<file path="src/shared/trig_seq_regs.svh">
// Register offsets, field positions, reset values and timing counts of the trigger sequencer.
`ifndef TRIG_SEQ_REGS_SVH
`define TRIG_SEQ_REGS_SVH
`define OFS_CONTROL      4'h0
`define OFS_START_DELAY  4'h4
`define OFS_STOP_DELAY   4'h8
`define OFS_ACQ_LENGTH   4'hc
`define OFS_TRIG_TOTAL   4'h0
`define OFS_STATUS       4'h4
`define CTRL_ARM_BIT     0
`define CTRL_RESYNC_BIT  1
`define CTRL_DUAL_BIT    2
`define CTRL_ABORT_BIT   3
`define RST_START_DELAY  24'h000000
`define RST_STOP_DELAY   24'h000000
`define RST_ACQ_LENGTH   24'h000020
`define RST_TRIG_TOTAL   16'h0001
`define ZERO_PTS_SINGLE  4'ha
`define ZERO_PTS_DUAL    4'h5
`define CLK_PERIOD_NS    50
`define TRIG_OUT_NS      10
`define TRIG_OUT_CYC     (((`TRIG_OUT_NS) / (`CLK_PERIOD_NS)) < 1 ? 1 : ((`TRIG_OUT_NS) / (`CLK_PERIOD_NS)))
`define RESP_OKAY        2'h0
`define RESP_SLVERR      2'h2
`endif

</file>
<file path="src/shared/trig_seq_pkg.sv">
// Types shared by the trigger sequencer: sequence states and the configuration bundle.
package trig_seq_pkg;
  typedef enum logic [2:0] {
    ST_IDLE,
    ST_ARMED,
    ST_START_WAIT,
    ST_SAMPLING,
    ST_STOP_WAIT
  } seq_state_e;

  typedef struct packed {
    logic        resync;
    logic        dual;
    logic [23:0] post_trigger_sample_delay;
    logic [23:0] rate_limit_hold_delay;
    logic [23:0] acq_length;
    logic [15:0] trig_total;
  } seq_cfg_s;
endpackage

</file>
<file path="src/hw/trigger_arm_delay_sequencer.sv">
// Arm, trigger, start-delay and stop-delay sequencer with an AXI4-Lite register slave.
//
// The AXI4-Lite interface to the registers and the register addresses were left to the implementer.
`timescale 1ns/10ps
`include "trig_seq_regs.svh"
module trigger_arm_delay_sequencer (
  input  wire logic        aclk,
  input  wire logic        aresetn,
  input  wire logic [3:0]  s_axi_awaddr,
  input  wire logic        s_axi_awvalid,
  output logic             s_axi_awready,
  input  wire logic [31:0] s_axi_wdata,
  input  wire logic [3:0]  s_axi_wstrb,
  input  wire logic        s_axi_wvalid,
  output logic             s_axi_wready,
  output logic [1:0]       s_axi_bresp,
  output logic             s_axi_bvalid,
  input  wire logic        s_axi_bready,
  input  wire logic [4:0]  s_axi_araddr,
  input  wire logic        s_axi_arvalid,
  output logic             s_axi_arready,
  output logic [31:0]      s_axi_rdata,
  output logic [1:0]       s_axi_rresp,
  output logic             s_axi_rvalid,
  input  wire logic        s_axi_rready,
  input  wire logic        trigger_in,
  output logic             acquisition_ready_out,
  output logic             trigger_out,
  output logic             sample_clock_run,
  output logic             sum_force_zero
);
  // ----------------------------------------------------------------
  // Register slave
  // ----------------------------------------------------------------
  trig_seq_pkg::seq_cfg_s cfg_q, cfg_d;
  logic        awready_q, awready_d, wready_q, wready_d, bvalid_q, bvalid_d;
  logic        arready_q, arready_d, rvalid_q, rvalid_d;
  logic [1:0]  bresp_q, bresp_d, rresp_q, rresp_d;
  logic [31:0] rdata_q, rdata_d;
  logic [3:0]  awaddr_q, awaddr_d;
  logic [31:0] wdata_q, wdata_d;
  logic [3:0]  wstrb_q, wstrb_d;
  logic        arm_cmd, abort_cmd, page_q, page_d;
  logic [31:0] status_word;
  logic [15:0] trig_done_q, trig_done_d;
  trig_seq_pkg::seq_state_e state_q, state_d;

  function automatic logic [23:0] merge24(input logic [23:0] old, input logic [31:0] wd, input logic [3:0] be);
    merge24 = {be[2] ? wd[23:16] : old[23:16], be[1] ? wd[15:8] : old[15:8], be[0] ? wd[7:0] : old[7:0]};
  endfunction

  // Read address bit 4 selects the upper page, and writes use bit 4 of the last read; the page is read-only except for the trigger total,
  // so the control page stays writable at 0x00..0x0c.
  assign status_word = {8'h00, trig_done_q, 5'h00, (state_q == trig_seq_pkg::ST_IDLE),
                        sample_clock_run, acquisition_ready_out};

  always_comb begin
    cfg_d     = cfg_q;
    awready_d = awready_q;
    wready_d  = wready_q;
    bvalid_d  = bvalid_q;
    bresp_d   = bresp_q;
    arready_d = arready_q;
    rvalid_d  = rvalid_q;
    rresp_d   = rresp_q;
    rdata_d   = rdata_q;
    awaddr_d  = awaddr_q;
    wdata_d   = wdata_q;
    wstrb_d   = wstrb_q;
    page_d    = page_q;
    arm_cmd   = 1'b0;
    abort_cmd = 1'b0;
    if (s_axi_awvalid && awready_q) begin
      awaddr_d  = s_axi_awaddr;
      awready_d = 1'b0;
    end
    if (s_axi_wvalid && wready_q) begin
      wdata_d  = s_axi_wdata;
      wstrb_d  = s_axi_wstrb;
      wready_d = 1'b0;
    end
    if (!awready_q && !wready_q && !bvalid_q) begin
      bvalid_d = 1'b1;
      bresp_d  = `RESP_OKAY;
      case (awaddr_q)
        `OFS_CONTROL: begin
          if (wstrb_q[0]) begin
            cfg_d.resync = wdata_q[`CTRL_RESYNC_BIT];
            cfg_d.dual   = wdata_q[`CTRL_DUAL_BIT];
            arm_cmd      = wdata_q[`CTRL_ARM_BIT];
            abort_cmd    = wdata_q[`CTRL_ABORT_BIT];
          end
        end
        `OFS_START_DELAY: cfg_d.post_trigger_sample_delay = merge24(cfg_q.post_trigger_sample_delay, wdata_q, wstrb_q);
        `OFS_STOP_DELAY:  cfg_d.rate_limit_hold_delay = merge24(cfg_q.rate_limit_hold_delay, wdata_q, wstrb_q);
        `OFS_ACQ_LENGTH:  cfg_d.acq_length = merge24(cfg_q.acq_length, wdata_q, wstrb_q);
        default:          bresp_d = `RESP_SLVERR;
      endcase
    end
    if (bvalid_q && s_axi_bready) begin
      bvalid_d  = 1'b0;
      awready_d = 1'b1;
      wready_d  = 1'b1;
    end
    if (s_axi_arvalid && arready_q) begin
      arready_d = 1'b0;
      rvalid_d  = 1'b1;
      rresp_d   = `RESP_OKAY;
      page_d    = s_axi_araddr[4];
      if (!s_axi_araddr[4]) begin
        case (s_axi_araddr[3:0])
          `OFS_CONTROL:     rdata_d = {28'h0000000, 1'b0, cfg_q.dual, cfg_q.resync, 1'b0};
          `OFS_START_DELAY: rdata_d = {8'h00, cfg_q.post_trigger_sample_delay};
          `OFS_STOP_DELAY:  rdata_d = {8'h00, cfg_q.rate_limit_hold_delay};
          `OFS_ACQ_LENGTH:  rdata_d = {8'h00, cfg_q.acq_length};
          default: begin
            rdata_d = 32'h00000000;
            rresp_d = `RESP_SLVERR;
          end
        endcase
      end else begin
        case (s_axi_araddr[3:0])
          `OFS_TRIG_TOTAL: rdata_d = {16'h0000, cfg_q.trig_total};
          `OFS_STATUS:     rdata_d = status_word;
          default: begin
            rdata_d = 32'h00000000;
            rresp_d = `RESP_SLVERR;
          end
        endcase
      end
    end
    if (rvalid_q && s_axi_rready) begin
      rvalid_d  = 1'b0;
      arready_d = 1'b1;
    end
    // The trigger total lives on the upper page but is written there too.
    if (!awready_q && !wready_q && !bvalid_q && awaddr_q == `OFS_TRIG_TOTAL && wstrb_q[1:0] == 2'h3
        && page_q == 1'b1) begin
      cfg_d.trig_total = wdata_q[15:0];
    end
  end

  always_ff @(posedge aclk) begin
    if (!aresetn) begin
      cfg_q     <= '{1'b0, 1'b0, `RST_START_DELAY, `RST_STOP_DELAY, `RST_ACQ_LENGTH, `RST_TRIG_TOTAL};
      awready_q <= 1'b1;
      wready_q  <= 1'b1;
      bvalid_q  <= 1'b0;
      bresp_q   <= `RESP_OKAY;
      arready_q <= 1'b1;
      rvalid_q  <= 1'b0;
      rresp_q   <= `RESP_OKAY;
      rdata_q   <= 32'h00000000;
      awaddr_q  <= 4'h0;
      wdata_q   <= 32'h00000000;
      wstrb_q   <= 4'h0;
      page_q    <= 1'b0;
    end else begin
      cfg_q     <= cfg_d;
      awready_q <= awready_d;
      wready_q  <= wready_d;
      bvalid_q  <= bvalid_d;
      bresp_q   <= bresp_d;
      arready_q <= arready_d;
      rvalid_q  <= rvalid_d;
      rresp_q   <= rresp_d;
      rdata_q   <= rdata_d;
      awaddr_q  <= awaddr_d;
      wdata_q   <= wdata_d;
      wstrb_q   <= wstrb_d;
      page_q    <= page_d;
    end
  end

  assign s_axi_awready = awready_q;
  assign s_axi_wready  = wready_q;
  assign s_axi_bvalid  = bvalid_q;
  assign s_axi_bresp   = bresp_q;
  assign s_axi_arready = arready_q;
  assign s_axi_rvalid  = rvalid_q;
  assign s_axi_rresp   = rresp_q;
  assign s_axi_rdata   = rdata_q;

  // ----------------------------------------------------------------
  // Trigger sequencer
  // ----------------------------------------------------------------
  logic        trig_prev_q, trig_edge, trig_edge_d, trig_edge_q, trig_evt;
  logic [23:0] dly_q, dly_d, samp_q, samp_d;
  logic        ready_q, ready_d, tout_q, tout_d, run_q, run_d, zero_q, zero_d, zero_req_q, zero_req_d;
  logic [3:0]  zero_lim;

  assign trig_edge = trigger_in && !trig_prev_q;
  // An edge that lands while the stop delay ends must not be replayed once the block is armed.
  assign trig_edge_d = trig_edge && (state_q == trig_seq_pkg::ST_ARMED);
  // Resync waits for the next sample tick, trading one clock of latency for fixed alignment.
  assign trig_evt  = cfg_q.resync ? trig_edge_q : trig_edge;
  assign zero_lim  = cfg_q.dual ? `ZERO_PTS_DUAL : `ZERO_PTS_SINGLE;

  always_comb begin
    state_d     = state_q;
    dly_d       = dly_q;
    samp_d      = samp_q;
    trig_done_d = trig_done_q;
    zero_req_d  = zero_req_q;
    tout_d      = 1'b0;
    case (state_q)
      trig_seq_pkg::ST_IDLE: begin
        if (arm_cmd) begin
          state_d     = trig_seq_pkg::ST_ARMED;
          trig_done_d = 16'h0000;
        end
      end
      trig_seq_pkg::ST_ARMED: begin
        // No timer runs here: the block stays armed until a trigger or an abort comes.
        if (trig_evt) begin
          tout_d     = 1'b1;
          zero_req_d = (cfg_q.post_trigger_sample_delay == 24'h000000);
          dly_d      = cfg_q.post_trigger_sample_delay;
          samp_d     = 24'h000000;
          state_d    = zero_req_d ? trig_seq_pkg::ST_SAMPLING : trig_seq_pkg::ST_START_WAIT;
        end
      end
      trig_seq_pkg::ST_START_WAIT: begin
        dly_d = dly_q - 24'h000001;
        if (dly_q == 24'h000001) begin
          state_d = trig_seq_pkg::ST_SAMPLING;
        end
      end
      trig_seq_pkg::ST_SAMPLING: begin
        samp_d = samp_q + 24'h000001;
        if (samp_d >= cfg_q.acq_length) begin
          trig_done_d = trig_done_q + 16'h0001;
          dly_d       = cfg_q.rate_limit_hold_delay;
          if (cfg_q.rate_limit_hold_delay != 24'h000000) begin
            state_d = trig_seq_pkg::ST_STOP_WAIT;
          end else if (trig_done_d < cfg_q.trig_total) begin
            state_d = trig_seq_pkg::ST_ARMED;
          end else begin
            state_d = trig_seq_pkg::ST_IDLE;
          end
        end
      end
      trig_seq_pkg::ST_STOP_WAIT: begin
        dly_d = dly_q - 24'h000001;
        if (dly_q == 24'h000001) begin
          state_d = (trig_done_q < cfg_q.trig_total) ? trig_seq_pkg::ST_ARMED : trig_seq_pkg::ST_IDLE;
        end
      end
      default: state_d = trig_seq_pkg::ST_IDLE;
    endcase
    if (abort_cmd) begin
      state_d = trig_seq_pkg::ST_IDLE;
    end
    ready_d = (state_d == trig_seq_pkg::ST_ARMED);
    run_d   = (state_d == trig_seq_pkg::ST_SAMPLING);
    zero_d  = run_d && zero_req_d && (samp_d < {20'h00000, zero_lim});
  end

  always_ff @(posedge aclk) begin
    if (!aresetn) begin
      state_q     <= trig_seq_pkg::ST_IDLE;
      trig_prev_q <= 1'b0;
      trig_edge_q <= 1'b0;
      dly_q       <= 24'h000000;
      samp_q      <= 24'h000000;
      trig_done_q <= 16'h0000;
      zero_req_q  <= 1'b0;
      ready_q     <= 1'b0;
      tout_q      <= 1'b0;
      run_q       <= 1'b0;
      zero_q      <= 1'b0;
    end else begin
      state_q     <= state_d;
      trig_prev_q <= trigger_in;
      trig_edge_q <= trig_edge_d;
      dly_q       <= dly_d;
      samp_q      <= samp_d;
      trig_done_q <= trig_done_d;
      zero_req_q  <= zero_req_d;
      ready_q     <= ready_d;
      tout_q      <= tout_d;
      run_q       <= run_d;
      zero_q      <= zero_d;
    end
  end

  assign acquisition_ready_out = ready_q;
  assign trigger_out           = tout_q;
  assign sample_clock_run      = run_q;
  assign sum_force_zero        = zero_q;
endmodule // trigger_arm_delay_sequencer

</file>
<file path="config.mk">
export PLATFORM = sky130hd
export DESIGN_NAME = trigger_arm_delay_sequencer
export DESIGN_NICKNAME = d
export VERILOG_FILES = /design/src/shared/trig_seq_pkg.sv /design/src/hw/trigger_arm_delay_sequencer.sv
export VERILOG_INCLUDE_DIRS = /design/src /design/src/shared
export SDC_FILE = /design/constraint.sdc
export NUM_CORES = 1
export LEC_CHECK = 0
export BUFFER_PORTS_ARGS = -buffer_cell sky130_fd_sc_hd__buf_2
export CAP_MARGIN = 20
export CORE_UTILIZATION = 46
export CTS_CLUSTER_DIAMETER = 200
export DETAILED_ROUTE_END_ITERATION = 7
export HOLD_SLACK_MARGIN = 0.05
export PLACE_DENSITY = 0.74
export SLEW_MARGIN = 15
export SYNTH_ARGS = -nofsm -noshare
export SYNTH_HDL_FRONTEND = slang
export SYNTH_SLANG_ARGS = --single-unit
</file>
<file path="constraint.sdc">
create_clock -name aclk -period 3.8 [get_ports aclk]
set_input_delay 0.76 -clock aclk [delete_from_list [all_inputs] [get_ports aclk]]
set_output_delay 0.76 -clock aclk [all_outputs]
set_load 0.05 [all_outputs]
</file>
# --- Word-level counts from Yosys, hierarchy flattened ---
# Index checks and enable logic that the tools add are counted.
word_totals:
  regBits: 237
  out_inout_bits: 45
classes:
  n_addsub: 3
  magnitude_cmp: 4
  n_eq_ne: 17
  muxes: 37
  bitwise: 1
  reduce_logical: 44
ops:
  columns: ["operator", "count"]
  rows:
  - ["$pmux W24 S2", 2]
  - ["$pmux W24 S4", 1]
  - ["$mux W24", 3]
  - ["$pmux W24 S3", 1]
  - ["$reduce_and A3 Y1", 12]
  - ["$lt A16 B16 Y1", 2]
  - ["$mux W16", 2]
  - ["$mux W32", 1]
  - ["$pmux W16 S2", 1]
  - ["$add A24 B1 Y24 const B", 1]
  - ["$eq A24 B1 Y1 const B", 1]
  - ["$ge A24 B24 Y1", 1]
  - ["$logic_not A24 Y1", 1]
  - ["$lt A24 B4 Y1", 1]
  - ["$reduce_bool A24 Y1", 1]
  - ["$sub A24 B1 Y24 const B", 1]
  - ["$mux W3", 7]
  - ["$add A16 B1 Y16 const B", 1]
  - ["$eq A4 B4 Y1 const B", 4]
  - ["$pmux W3 S5", 1]
  - ["$logic_and A1 B1 Y1", 14]
  - ["$mux W1", 13]
  - ["$eq A3 B2 Y1 const B", 3]
  - ["$eq A4 B3 Y1 const B", 2]
  - ["other kinds (15)", 29]

# --- Logic depth before layout (Yosys ltp) ---
depth:
  ltp_word: 10
  mapped_depth: 17
  depth_no_buf: 14

# --- Worst setup path before layout ---
# Ideal clock, no wire load.
synth_path:
  kind: "register to register"
  from: "reg samp_q[13]"
  to: "reg dly_q[23]"
  setup_time_ns: 0.070
  arrival_ns: 3.768
  t_required_ns: 3.730
  slack_ns: -0.038
  path_stages_with_launch: 18
  n_path_buf: 4
  period_less_slack_ns: 3.838
  path_cell_list: "dfxtp_1 clkbuf_1 nand3_1 or3_1 buf_2 nor3_1 nand3_1 xnor2_1 ha_1 nand4_1 o21bai_1 a211o_1 o31ai_1 and2_1 clkbuf_1 clkbuf_1 o211ai_1 a21oi_1"
synth_between:
  elab_chain_len: 4
synth_lines:
  columns: ["element", "line_no", "rtl"]
  rows:
  - ["start: declaration", "trigger_arm_delay_sequencer.sv:188", "logic [23:0] dly_q, dly_d, samp_q, samp_d;"]
  - ["start signal: assignment", "trigger_arm_delay_sequencer.sv:277", "samp_q <= samp_d;"]
  - ["$add A24 B1 Y24", "trigger_arm_delay_sequencer.sv:230", "samp_d = samp_q + 24'h000001;"]
  - ["$ge A24 B24 Y1", "trigger_arm_delay_sequencer.sv:231", "if (samp_d >= cfg_q.acq_length) begin"]
  - ["$ne A2 B2 Y1 (no source line)", null, null]
  - ["$reduce_and A3 Y1 (no source line)", null, null]
  - ["end signal: assignment", "trigger_arm_delay_sequencer.sv:276", "dly_q <= dly_d;"]
  - ["end: declaration", "trigger_arm_delay_sequencer.sv:188", null]
# No other way between the ends.
# A chain may end at the register's enable or synchronous reset.

# --- Worst setup path in the final report ---
layout_path:
  from: "reg samp_q[8]"
  to: "reg trig_done_q[12]"
layout_between:
  elab_chain_len: 4
layout_lines:
  columns: ["element", "line_no", "rtl"]
  rows:
  - ["$add A24 B1 Y24", "trigger_arm_delay_sequencer.sv:230", null]
  - ["$ge A24 B24 Y1", "trigger_arm_delay_sequencer.sv:231", null]
  - ["$ne A2 B2 Y1 (no source line)", null, null]
  - ["$reduce_and A3 Y1 (no source line)", null, null]
  - ["end signal: assignment", "trigger_arm_delay_sequencer.sv:278", "trig_done_q <= trig_done_d;"]
  - ["end: declaration", "trigger_arm_delay_sequencer.sv:45", "logic [15:0] trig_done_q, trig_done_d;"]
# No other way between the ends.

==> results.toml <==
[floorplan]
die_x_um = 166
row_count = 59
die_y_um = 166
die_area_um2 = 27600
initial_core_util = 0.472
coreArea_um2 = 26200
io-pin-count = 98

[final_layout]
multi_input_area_um2 = 7310
final_common_cell = "dfxtp_1"
drive_above_1_share = 0.146
nNetsFinal = 1683
ff_latch_area_um2 = 4550
fill_cells = 2357
insertedDiodeCount = 0
final_area_um2 = 14300
area_delta_synth_final_pct = 15.2
final_util = 0.544
final_cell_mix = "223 x dfxtp_1, 178 x nand2_1, 171 x nor2_1"

[worst_setup_path]
ff2ff_setup_slack_ps = 140
start_kind = "register"
path_buf_inv = 3
path_cells = "nand3_2 -> or3_4 -> buf_4 -> or3_1 -> xnor2_1 -> ha_1 -> nand2_2 -> nor3_4 -> o2111a_1 -> o31ai_2 -> buf_4 -> buf_4 -> or3b_2 -> a21oi_1"
worstSetupEndpointType = "register"
r2r_cells = 14
cp.depth = 14
worst_ep_required_time_ps = 4260
crit_fanout = 8
crit_path_top_delay_cell = "or3b_2"
path_delay_family = "simple AND/OR/NAND/NOR gates"
critPathKind = "register to register"
cpPeakStageDelay_ps = 460
path_common_cell = "buf_4"
cp.arrival_ps = 4120

[route]
drtIter0Drc = 1033
routed_wl_mm = 39.2
wl_per_cell_um = 20.4
drc = 2
vias = 11800
drt-pass1-iter-count = 8
ant_nets = 0
drt-vias-per-instance = 6.13

[timing]
worstMarginPinSlew_ps = 1050
hold_viol = 0
fmax_mhz = 273
report.final.slew_viol_count = 0
period_minus_slack_ps = 3660
slew_headroom = 0.295
period_share = 0.963
setup_viol = 0
skew_ps = 23.4
finalSetupTns_ps = 0
holdWs_ps = 447

[clocking]
postCtsHoldBufs = 0
clk_latency_ps = 550
clock-root-buffer = "clkbuf_16"
path_clk_slew_ps = 60
cts_sinks = 227
ctsLongestPathBuffers = 3
cts_made_buffers = 26
h-tree-depth = 1
cts_tree = "yes"

[synthesis]
synth_edf_count = 0
synth_area_per_cell_um2 = 8.22
netlist_area_um2 = 12400
ys_ff_latch = 227
synth_warnings = 0
seq_area_frac_synth = 0.367
async_reset_ff_frac = 0
ys.flop_type = "dfxtp_1"
postSynthCellCount = 1505
ys_types = 76

[outcome]
status = "complete, but fails checks"
violations = "DRC"

[place]
gp_congestion = 0.933
dpl_cell_area_um2 = 13200
hpwl_mm = 28.0
numPortBuffers = 78

[worst_hold_path]
hold_path.class = "primary input to register"
holdPathStages = 3

[grt]
grt_pass1_wl_mm = 61.1
grt_max_degree = 114
grt_overflow = 0
grt_pass1_vias = 11000
antenna_found_initial = 0
grt_use_total = 0.278

[power_and_ir_drop]
power.density_nw_per_um2 = 383
leakage_uw = 0.00619
ir_worst_vdd_mv = 0.362

[job]
drv_cap = 0
Yosys cell counts, drive strengths merged (28+ instances only):
cell / number / share of area
inv: 60 / 0.018
a22oi: 32 / 0.019
ha: 61 / 0.062
nor2: 171 / 0.052
o21ai: 66 / 0.027
xnor2: 29 / 0.021
a21oi: 114 / 0.046
mux2i: 85 / 0.069
dfxtp: 227 / 0.37
clkbuf: 77 / 0.023
nor3: 28 / 0.013
o211ai: 28 / 0.017
nand3: 49 / 0.020
nand2: 180 / 0.055
layer usage:
layer / track usage / routed length [um] / vias up
met5: 0.0122 / 41 / -
met1: 0.375 / 16900 / 5623
met2: 0.442 / 17400 / 527
li1: - / - / 5540
met3: 0.0341 / 2920 / 104
met4: 0.132 / 1910 / 2
registers in the layout, indices dropped and copies added, names as in the netlist, 4 cells and up:
name         cells
awaddr_q         4
cfg_q           90
dly_q           24
s_axi_rdata     24
samp_q          24
trig_done_q     16
wdata_q         24
worst register-to-register path, delay by kind of cell (launching register included):
kind / cells / cell delay (ps)
buffers and inverters: 3 / 530
XOR/XNOR: 1 / 170
flip-flops: 1 / 350
AO/OA/AOI/OAI: 3 / 480
AND/OR/NAND/NOR: 6 / 1720
adder cells (fa/ha/maj): 1 / 330
layout make-up:
| type | count | area share |
|---|---|---|
| Timing Repair Buffer | 129 | 0.0586 |
| Clock buffer | 34 | 0.0499 |
| Clock inverter | 13 | 0.0136 |
| Sequential cell | 227 | 0.319 |
| Tap cell | 335 | 0.0294 |
| Inverter | 60 | 0.0162 |
| Multi-Input combinational cell | 1125 | 0.513 |
final timing paths:
path | from | endpoint
max | samp_q[8] | trig_done_q[12]
min | s_axi_wdata[9] | wdata_q[9]
max reg2reg | samp_q[8] | trig_done_q[12]
min reg2reg | awaddr_q[0] | awaddr_q[0]
power breakdown:
part | switching [uW] | internal [uW] | total [uW]
sequential | 55.7 | 2420 | 2480
combinational | 253 | 85.9 | 339
clock | 1040 | 1600 | 2630
repair_timing:
action	4_1_cts	5_1_grt
setup endpoints to repair	0	25
buffers inserted	0	2
resized for setup	0	25
cells by family (layout without fill, tap and decap cells):
group                    Yosys count  count (layout)  share of synthesized area
flip-flops                       227             227                      0.367
other                              1              10                   0.000303
buffers and inverters            162             236                     0.0529
AND/OR/NAND/NOR                  551             551                      0.209
adder cells (fa/ha/maj)           61              61                     0.0617
XOR/XNOR                          41              41                     0.0290
multiplexers                     110             110                     0.0933
AO/OA/AOI/OAI                    352             352                      0.186
through the flow:
| stage | instances | power, uW | setup slack [ps] |
|---|---|---|---|
| 3_5_place_dp | 1874 | 2870 | 40.2 |
| 4_1_cts | 1921 | 5480 | 10.8 |
| 6_report | 1923 | 5450 | 140 |
| 2_1_floorplan | 1514 | 2760 | 41.6 |
| 3_3_place_gp | 1874 | 2860 | 92.2 |
| 5_1_grt | 1923 | 5600 | -67.6 |
No activity file was read; power rests on OpenSTA's default activity.
